--- config.mk ---
export PLATFORM = sky130hd
export DESIGN_NAME = tsf_formatter
export DESIGN_NICKNAME = d
export VERILOG_FILES = /design/src/verilog/tsf_pkg.sv /design/src/verilog/tsf_formatter.sv
export SDC_FILE = /design/constraint.sdc
export NUM_CORES = 1
export LEC_CHECK = 0
export BUFFER_PORTS_ARGS = -buffer_cell sky130_fd_sc_hd__buf_2
export CAP_MARGIN = 20
export CORE_ASPECT_RATIO = 1.5
export CORE_UTILIZATION = 30
export DETAILED_ROUTE_END_ITERATION = 10
export MAX_ROUTING_LAYER = met4
export PLACE_DENSITY_LB_ADDON = 0.15
export SYNTH_ARGS = -nofsm -noshare
export SYNTH_HDL_FRONTEND = slang
export SYNTH_SLANG_ARGS = --single-unit
--- constraint.sdc ---
create_clock -name ref_clk -period 7.8 [get_ports ref_clk]
set_input_delay 1.56 -clock ref_clk [delete_from_list [all_inputs] [get_ports ref_clk]]
set_output_delay 1.56 -clock ref_clk [all_outputs]
set_load 0.02 [all_outputs]
--- src/verilog/tsf_pkg.sv ---
// Constants, carrier types and the state record of the telemetry stream formatter.
package tsf_pkg;

  // ---------------------------------------------------------------------------
  // Register map (byte addresses of 32-bit words).
  // ---------------------------------------------------------------------------
  localparam logic [7:0] OFF_CHAN0   = 8'h00;  // Channel zero source select.
  localparam logic [7:0] OFF_CHAN1   = 8'h04;  // Channel one source select.
  localparam logic [7:0] OFF_CHAN2   = 8'h08;  // Channel two source select.
  localparam logic [7:0] OFF_CHAN3   = 8'h0C;  // Channel three source select.
  localparam logic [7:0] OFF_PERIOD  = 8'h10;  // Streaming period readback, milliseconds.
  localparam logic [7:0] OFF_MODE    = 8'h14;  // Streaming mode setting.
  localparam logic [7:0] OFF_STATUS  = 8'h18;  // Busy flag and record counter.

  // ---------------------------------------------------------------------------
  // Field layouts and reset values.
  // ---------------------------------------------------------------------------
  localparam int         SEL_W       = 4;      // Width of a source select field.
  localparam int         NUM_SRC     = 11;     // Number of selectable quantities.
  localparam int         NUM_CHAN    = 4;      // Channels per record.
  localparam logic [3:0] SEL_RESET   = 4'h0;   // Channels come up disabled.
  localparam logic [1:0] MODE_OFF    = 2'h0;   // No records.
  localparam logic [1:0] MODE_ALWAYS = 2'h1;   // Records every period.
  localparam logic [1:0] MODE_MOVING = 2'h2;   // Records only while the motor runs.
  localparam int         STAT_BUSY   = 0;      // Status bit: a record is being sent.
  localparam int         STAT_MOVING = 1;      // Status bit: motor running input.
  localparam int         STAT_CNT_LO = 8;      // Status field: low bit of record count.

  // ---------------------------------------------------------------------------
  // Timing.
  // ---------------------------------------------------------------------------
  localparam int PERIOD_MS     = 100;                          // Fixed record period.
  localparam int CLK_KHZ       = 200000;                       // Clock rate, 200 MHz.
  localparam int PERIOD_CYCLES = PERIOD_MS * CLK_KHZ;          // Cycles per period.
  localparam int TIMER_W       = 25;                           // Holds PERIOD_CYCLES.

  // ---------------------------------------------------------------------------
  // Characters of a record.
  // ---------------------------------------------------------------------------
  localparam logic [7:0] ASC_ZERO  = 8'h30;
  localparam logic [7:0] ASC_ONE   = 8'h31;
  localparam logic [7:0] ASC_COMMA = 8'h2C;
  localparam logic [7:0] ASC_MINUS = 8'h2D;
  localparam logic [7:0] ASC_CR    = 8'h0D;
  localparam logic [7:0] ASC_LF    = 8'h0A;
  localparam logic [3:0] TOP_DIGIT = 4'h9;     // Index of 10^9, the largest power used.

  // ---------------------------------------------------------------------------
  // Types.
  // ---------------------------------------------------------------------------
  // Formatter states, Gray coded in declaration order.
  typedef enum logic [2:0] {
    TSF_IDLE  = 3'h0,
    TSF_HDR0  = 3'h1,
    TSF_HDR1  = 3'h3,
    TSF_COMMA = 3'h2,
    TSF_SIGN  = 3'h6,
    TSF_DIGIT = 3'h7,
    TSF_CR    = 3'h5,
    TSF_LF    = 3'h4
  } tsf_state_e;

  // APB request from the master.
  typedef struct packed {
    logic        psel;
    logic        penable;
    logic        pwrite;
    logic [7:0]  paddr;
    logic [31:0] pwdata;
  } tsf_apb_req_s;

  // APB answer to the master.
  typedef struct packed {
    logic        pready;
    logic        pslverr;
    logic [31:0] prdata;
  } tsf_apb_rsp_s;

  // The eleven live quantities, index 0 is source code 1.
  typedef struct packed {
    logic [NUM_SRC-1:0][31:0] val;
  } tsf_quant_s;

  // Whole state of the formatter.
  typedef struct packed {
    logic [NUM_CHAN-1:0][SEL_W-1:0] sel;
    logic [1:0]                     mode;
    logic [TIMER_W-1:0]             timer;
    tsf_state_e                     state;
    logic [1:0]                     chan;
    logic [3:0]                     pidx;
    logic [3:0]                     dig;
    logic                           started;
    logic [31:0]                    mag;
    logic [NUM_CHAN-1:0][31:0]      snap;
    logic                           tx_valid;
    logic [7:0]                     tx_data;
    logic [31:0]                    rd_data;
    logic                           rd_err;
    logic [7:0]                     rec_cnt;
  } tsf_regs_s;

  // Power of ten for a digit position.
  function automatic logic [31:0] tsf_pow10(input logic [3:0] idx);
    case (idx)
      4'h0:    tsf_pow10 = 32'h0000_0001;
      4'h1:    tsf_pow10 = 32'h0000_000A;
      4'h2:    tsf_pow10 = 32'h0000_0064;
      4'h3:    tsf_pow10 = 32'h0000_03E8;
      4'h4:    tsf_pow10 = 32'h0000_2710;
      4'h5:    tsf_pow10 = 32'h0001_86A0;
      4'h6:    tsf_pow10 = 32'h000F_4240;
      4'h7:    tsf_pow10 = 32'h0098_9680;
      4'h8:    tsf_pow10 = 32'h05F5_E100;
      default: tsf_pow10 = 32'h3B9A_CA00;
    endcase
  endfunction

endpackage

--- src/verilog/tsf_formatter.sv ---
// Telemetry stream formatter: APB registers, period timer and ASCII record builder.
`timescale 1ns/10ps

module tsf_formatter
  import tsf_pkg::*;
#(
  parameter int unsigned PERIOD_CYC = PERIOD_CYCLES  // Cycles per record period.
) (
  input  wire logic         ref_clk,        // System clock, 200 MHz.
  input  wire logic         rst_n,          // Asynchronous reset, active low.
  input  wire tsf_apb_req_s apb_req,        // APB request.
  output tsf_apb_rsp_s      apb_rsp,        // APB answer.
  input  wire tsf_quant_s   quant,          // Live quantities, same clock domain.
  input  wire logic         motor_running,  // High while the motor moves, same clock domain.
  output logic              tx_valid,       // Record byte is valid.
  input  wire logic         tx_ready,       // Serial link takes the byte.
  output logic [7:0]        tx_data         // Record byte.
);

  // ---------------------------------------------------------------------------
  // State registers.
  // ---------------------------------------------------------------------------
  tsf_regs_s r;       // Present state.
  tsf_regs_s next_r;  // Next state.

  localparam logic [TIMER_W-1:0] TIMER_LAST = TIMER_W'(PERIOD_CYC - 1);  // Last timer count.

  // Reset value of the whole state.
  localparam tsf_regs_s REGS_RESET = '{
    sel:      {NUM_CHAN{SEL_RESET}},
    mode:     MODE_OFF,
    timer:    '0,
    state:    TSF_IDLE,
    chan:     2'h0,
    pidx:     4'h0,
    dig:      4'h0,
    started:  1'b0,
    mag:      32'h0000_0000,
    snap:     '0,
    tx_valid: 1'b0,
    tx_data:  8'h00,
    rd_data:  32'h0000_0000,
    rd_err:   1'b0,
    rec_cnt:  8'h00
  };

  // ---------------------------------------------------------------------------
  // Source selection.
  // ---------------------------------------------------------------------------
  logic [NUM_CHAN-1:0][31:0] picked;  // Live value chosen by each channel.

  // Each channel picks its own quantity; code 0 or an unused code gives zero.
  genvar gc;
  generate
    for (gc = 0; gc < NUM_CHAN; gc++) begin : g_pick
      always_comb begin
        if (r.sel[gc] != 4'h0 && r.sel[gc] <= 4'(NUM_SRC)) begin
          picked[gc] = quant.val[r.sel[gc] - 4'h1];
        end else begin
          picked[gc] = 32'h0000_0000;
        end
      end
    end
  endgenerate

  // ---------------------------------------------------------------------------
  // Next-state logic.
  // ---------------------------------------------------------------------------
  logic        setup;     // APB setup cycle.
  logic        wr_take;   // APB write takes effect this edge.
  logic        tick;      // One-cycle pulse at the end of each period.
  logic        fire;      // A record starts at this tick.
  logic        hold;      // Current byte still waits for the link.
  logic [31:0] cur_val;   // Snapshot of the channel being printed.
  logic [31:0] pow;       // Power of ten for the digit in work.

  assign setup   = apb_req.psel & ~apb_req.penable;
  assign wr_take = apb_req.psel & apb_req.penable & apb_req.pwrite;
  assign tick    = (r.timer == TIMER_LAST);
  assign hold    = r.tx_valid & ~tx_ready;
  assign cur_val = r.snap[r.chan];
  assign pow     = tsf_pow10(r.pidx);

  // Records start only on a period tick and only in a streaming mode.
  always_comb begin
    fire = 1'b0;
    if (tick) begin
      case (r.mode)
        MODE_ALWAYS: fire = 1'b1;
        MODE_MOVING: fire = motor_running;
        default:     fire = 1'b0;
      endcase
    end
  end

  // Registers, timer and the byte-by-byte record builder.
  always_comb begin
    next_r = r;

    // Free-running period counter; writes cannot change its length.
    if (tick) begin
      next_r.timer = '0;
    end else begin
      next_r.timer = r.timer + TIMER_W'(1);
    end

    // Register writes take effect at the access edge.
    if (wr_take) begin
      case (apb_req.paddr)
        OFF_CHAN0: next_r.sel[0] = apb_req.pwdata[SEL_W-1:0];
        OFF_CHAN1: next_r.sel[1] = apb_req.pwdata[SEL_W-1:0];
        OFF_CHAN2: next_r.sel[2] = apb_req.pwdata[SEL_W-1:0];
        OFF_CHAN3: next_r.sel[3] = apb_req.pwdata[SEL_W-1:0];
        OFF_MODE:  next_r.mode   = apb_req.pwdata[1:0];
        default: begin
          // The period readback and the status ignore writes.
        end
      endcase
    end

    // Read data and error are prepared in the setup cycle.
    if (setup) begin
      next_r.rd_data = 32'h0000_0000;
      next_r.rd_err  = 1'b0;
      case (apb_req.paddr)
        OFF_CHAN0:  next_r.rd_data[SEL_W-1:0] = r.sel[0];
        OFF_CHAN1:  next_r.rd_data[SEL_W-1:0] = r.sel[1];
        OFF_CHAN2:  next_r.rd_data[SEL_W-1:0] = r.sel[2];
        OFF_CHAN3:  next_r.rd_data[SEL_W-1:0] = r.sel[3];
        OFF_PERIOD: next_r.rd_data = 32'(PERIOD_MS);
        OFF_MODE:   next_r.rd_data[1:0] = r.mode;
        OFF_STATUS: begin
          next_r.rd_data[STAT_BUSY]               = (r.state != TSF_IDLE);
          next_r.rd_data[STAT_MOVING]             = motor_running;
          next_r.rd_data[STAT_CNT_LO+7:STAT_CNT_LO] = r.rec_cnt;
        end
        default:    next_r.rd_err = 1'b1;
      endcase
    end

    // Byte accepted by the link: drop valid unless a new byte replaces it.
    if (r.tx_valid && tx_ready) begin
      next_r.tx_valid = 1'b0;
    end

    // Builder advances only when the output byte is free.
    if (!hold) begin
      case (r.state)
        TSF_IDLE: begin
          // A tick during a record is skipped, so records never overlap.
          if (fire) begin
            next_r.snap     = picked;
            next_r.chan     = 2'h0;
            next_r.tx_valid = 1'b1;
            next_r.tx_data  = ASC_ZERO;
            next_r.state    = TSF_HDR0;
          end
        end
        TSF_HDR0: begin
          next_r.tx_valid = 1'b1;
          next_r.tx_data  = ASC_ONE;
          next_r.state    = TSF_HDR1;
        end
        TSF_HDR1, TSF_COMMA: begin
          next_r.tx_valid = 1'b1;
          next_r.tx_data  = ASC_COMMA;
          next_r.state    = TSF_SIGN;
        end
        TSF_SIGN: begin
          // Load the magnitude and print a minus for a negative value.
          next_r.pidx    = TOP_DIGIT;
          next_r.dig     = 4'h0;
          next_r.started = 1'b0;
          next_r.state   = TSF_DIGIT;
          if (cur_val[31]) begin
            next_r.mag      = 32'h0000_0000 - cur_val;
            next_r.tx_valid = 1'b1;
            next_r.tx_data  = ASC_MINUS;
          end else begin
            next_r.mag = cur_val;
          end
        end
        TSF_DIGIT: begin
          // Count a digit by repeated subtraction, then print it.
          if (r.mag >= pow) begin
            next_r.mag = r.mag - pow;
            next_r.dig = r.dig + 4'h1;
          end else begin
            next_r.dig = 4'h0;
            // Leading zeros are suppressed; the units digit always prints.
            if (r.started || r.dig != 4'h0 || r.pidx == 4'h0) begin
              next_r.started  = 1'b1;
              next_r.tx_valid = 1'b1;
              next_r.tx_data  = ASC_ZERO + {4'h0, r.dig};
            end
            if (r.pidx != 4'h0) begin
              next_r.pidx = r.pidx - 4'h1;
            end else if (r.chan == 2'(NUM_CHAN - 1)) begin
              next_r.state = TSF_CR;
            end else begin
              next_r.chan  = r.chan + 2'h1;
              next_r.state = TSF_COMMA;
            end
          end
        end
        TSF_CR: begin
          next_r.tx_valid = 1'b1;
          next_r.tx_data  = ASC_CR;
          next_r.state    = TSF_LF;
        end
        TSF_LF: begin
          next_r.tx_valid = 1'b1;
          next_r.tx_data  = ASC_LF;
          next_r.rec_cnt  = r.rec_cnt + 8'h01;
          next_r.state    = TSF_IDLE;
        end
        default: begin
          next_r.state = TSF_IDLE;
        end
      endcase
    end
  end

  // ---------------------------------------------------------------------------
  // State register; reset brings the mode back to disabled.
  // ---------------------------------------------------------------------------
  always_ff @(posedge ref_clk or negedge rst_n) begin
    if (!rst_n) begin
      r <= REGS_RESET;
    end else begin
      r <= next_r;
    end
  end

  // ---------------------------------------------------------------------------
  // Outputs.
  // ---------------------------------------------------------------------------
  assign tx_valid        = r.tx_valid;
  assign tx_data         = r.tx_data;
  assign apb_rsp.pready  = 1'b1;
  assign apb_rsp.pslverr = r.rd_err & apb_req.psel & apb_req.penable;
  assign apb_rsp.prdata  = r.rd_data;

endmodule

==> key figures <==
Logic synthesis
  • Top FF cell, synth: dfrtp_1
  • FF+latch count, synth: ~250
  • Commonest cells post-synth: nor2_1 (363), mux4_2 (287), nand2_1 (247)
  • Synthesized area: 0.02520 sq mm
  • Count leader, synth: nor2_1
  • Synth area leader: mux4_2
  • Cell count after synthesis: 2718
  • Synth top area share: 25.65%
  • Area contributors post-synth: mux4_2 (26%), dfrtp_1 (24%), nor2_1 (5.4%)
  • Ys async rst share: 100.0%
  • Sequential-to-total area share from yosys stat: 24.43%
  • Number of synthesized flops with an enable pin: 0
  • Average cell area after synthesis: between 9 and 10 sq um
  • Yosys cell types: 73
  • Yosys warnings: 0

Layout
  • Filler Cells Inserted: 8455
  • Fin cells: 4100
  • Final nets: approximately 3400
  • Synth-to-Final Area Change: 15.23%
  • Share of cells above drive strength 1: 29.68%

Timing
  • Setup violators final: 0
  • Max-slew violations: 0
  • Fmax: 205.3 MHz
  • Worst-margin pin slew: 1.098 ns
  • Rel. slew slack: 26.77%
  • RSZ-0062 raised after global routing: false
  • Fin. Hold Viols: 0
  • Period minus WS final: 4.872 ns
  • Crit share post-route: 62.46%
  • Clk_skew: 0.01687 ns
  • Post-Route Setup TNS: 0 ns

Die
  • Initial core utilization: 30.43%
  • Die height: 356.9 microns
  • Core footprint: 0.08280 sq mm
  • Top Ports: roughly 440
  • Die ar.: ~0.085 sq mm
  • Row cnt: 129
  • Horiz. Die Dim: 238.6 microns

Placed design
  • Port Buffer Count: 392
  • DP Wirelength: 76500 microns
  • Routability cong.: 0.9619
  • DP Cell Count: 4009

Routing
  • 1st-pass router iterations: 5
  • Routed vias/inst: roughly 6.0
  • Drt drc: 0
  • Post-route ant nets: 0
  • Post-Route WL: 108500 microns
  • Via count: 24500
  • Drt wl/cell: around 26 microns
  • DRT iter0 DRCs: 1957

Critical path
  • CP Launch Type: register
  • Slowest CP cell: a211oi_1
  • CP most frequent cell: ha_1
  • Critical Path AT: between 5 and 6 ns
  • Worst-path fanout max: 10
  • CP peak stage delay: 0.62 ns
  • CP Class: register to register
  • Reg2reg path depth: 15
  • CP endpoint kind: register
  • Crit path required time: 8.27 ns
  • CP Cell Sequence: inv_1 -> ha_1 -> ha_1 -> nor2b_1 -> ha_1 -> fa_1 -> nand2b_1 -> a211oi_1 -> o31ai_1 -> a311oi_1 -> nor3_1 -> buf_4 -> and3_1 -> o21ai_2 -> mux2_2

Global route
  • Vias in the first global route: 25170
  • Gr usage total: ~26%
  • Largest net degree at the start of global routing: 149
  • Global-route wire length before repair: 162000 microns
  • Remaining Overflow, GRT: 0
  • Initial antenna violation count: 54

Pwr
  • P_leak: 11.31 nW
  • Peak supply drop: 0.1528 mV
  • Pwr per Cell Area: 209.2 mW/mm^2

Clocking
  • Clock Path Buffers: 3
  • Reg clk slew, reported paths: 0.07 ns
  • Post-CTS setup buffers: 0
  • Htree depth: 1
  • CTS Sinks: 246
  • Clk_lat worst skew: 0.59 ns
  • Clock Root Buffer: clkbuf_16
  • CTS resizes: 0
  • # hold bufs at CTS: 0
  • Total CTS buffers: 27
  • TritonCTS clock tree: yes

Worst hold path
  • Hold Path Class: register to register
  • Cells on Worst Hold Path: 1

Job
  • Max-Cap Viols: 0

Run status
  • Outcome: finished clean
per-layer routing:
layer  part of all wire (%)  vias to the layer above  wire (microns)  GRT usage [%]
li1                       -                    10770               -              -
met1                     39                    12300           42130          30.96
met2                     50                     1215           54060          43.23
met3                    7.5                      221            8121          4.136
met4                    3.9                        0            4187          10.72
met5                      0                        -               0              -
stage by stage:
step / area [sq um] / util [%] / setup WS [ns] / power [W] / hold slack (ns)
2_1_floorplan: 25270 / - / 3.805 / 0.003768 / 0.4418
4_1_cts: 28930 / 34.94 / 2.942 / 0.006114 / 0.4756
3_5_place_dp: 27990 / 33.80 / 2.912 / 0.004676 / 0.4651
5_1_grt: 29030 / 35.06 / 2.520 / 0.006491 / 0.4908
6_report: 29030 / 35.06 / 2.928 / 0.006073 / 0.4758
3_3_place_gp: 27990 / 33.80 / 2.931 / 0.004650 / 0.4573
registers in the layout, indices dropped and copies added, names as in the netlist:
name      flops
apb_rsp      13
tx_valid      1
r           226
tx_data       6
cells by family after synthesis:
| group | after synthesis | share of synthesized area, % |
|---|---|---|
| xor+xnor | 80 | 2.781 |
| buf+inv | 315 | 5.463 |
| flops | 246 | 24.43 |
| other cells | 2 | 0.02981 |
| compound gates | 752 | 17.98 |
| mux | 449 | 32.38 |
| simple gates | 818 | 14.13 |
| fa+ha+maj | 56 | 2.811 |
cells in the final DEF, fill, tap and decap left out, types with 27 or more instances in the layout:
cell       instances
a31oi_1          179
buf_2            391
xnor2_1           38
mux2_2            58
nand3_1           29
inv_1             33
nor2_1           362
o21ai_0          203
a221oi_1          33
diode_2           42
mux4_2           287
nand2_1          247
buf_4             46
mux2i_1          104
ha_1              51
a211oi_1          40
clkbuf_16         27
nor3_1            62
xor2_1            32
dfrtp_1          241
a21oi_1          189
layout make-up:
class                      count  area, sq um  area share [%]
clock inverter                13        198.9          0.6852
multi-input combinational   2176        17960           61.85
antenna                       42        105.1          0.3620
timing repair buffer         439         2337           8.050
sequential                   246         6172           21.26
tap                         1113         1393           4.797
clock buffer                  36        739.5           2.547
inverter                      35        131.4          0.4525
worst paths after layout:
check,end,slack (ns),start
min,r[7],0.48,r[7]
min reg2reg,r[7],0.48,r[7]
min in group asynchronous,apb_rsp[15],0.97,rst_n
max,tx_data[3],2.93,r[215]
max reg2reg,tx_data[3],2.93,r[215]
max in group asynchronous,r[87],5.40,rst_n
worst max-delay path: cells and delay by family, from the launching register on:
family	cells	cell delay, ns
DFF	1	0.52
and+or+nand+nor	4	0.71
adders and majority gates	4	1.22
buffers and inverters	2	0.37
muxes	1	0.38
AOI/OAI and AO/OA	4	1.57
power breakdown:
| group | total [W] | leakage [nW] | internal [W] | switching [W] |
|---|---|---|---|---|
| sequential | 0.00155 | 3.31 | 0.00140 | 0.000154 |
| clock | 0.00140 | 0.437 | 0.000805 | 0.000596 |
| combinational | 0.00312 | 7.56 | 0.00125 | 0.00187 |
No activity file was read; power rests on OpenSTA's default activity.
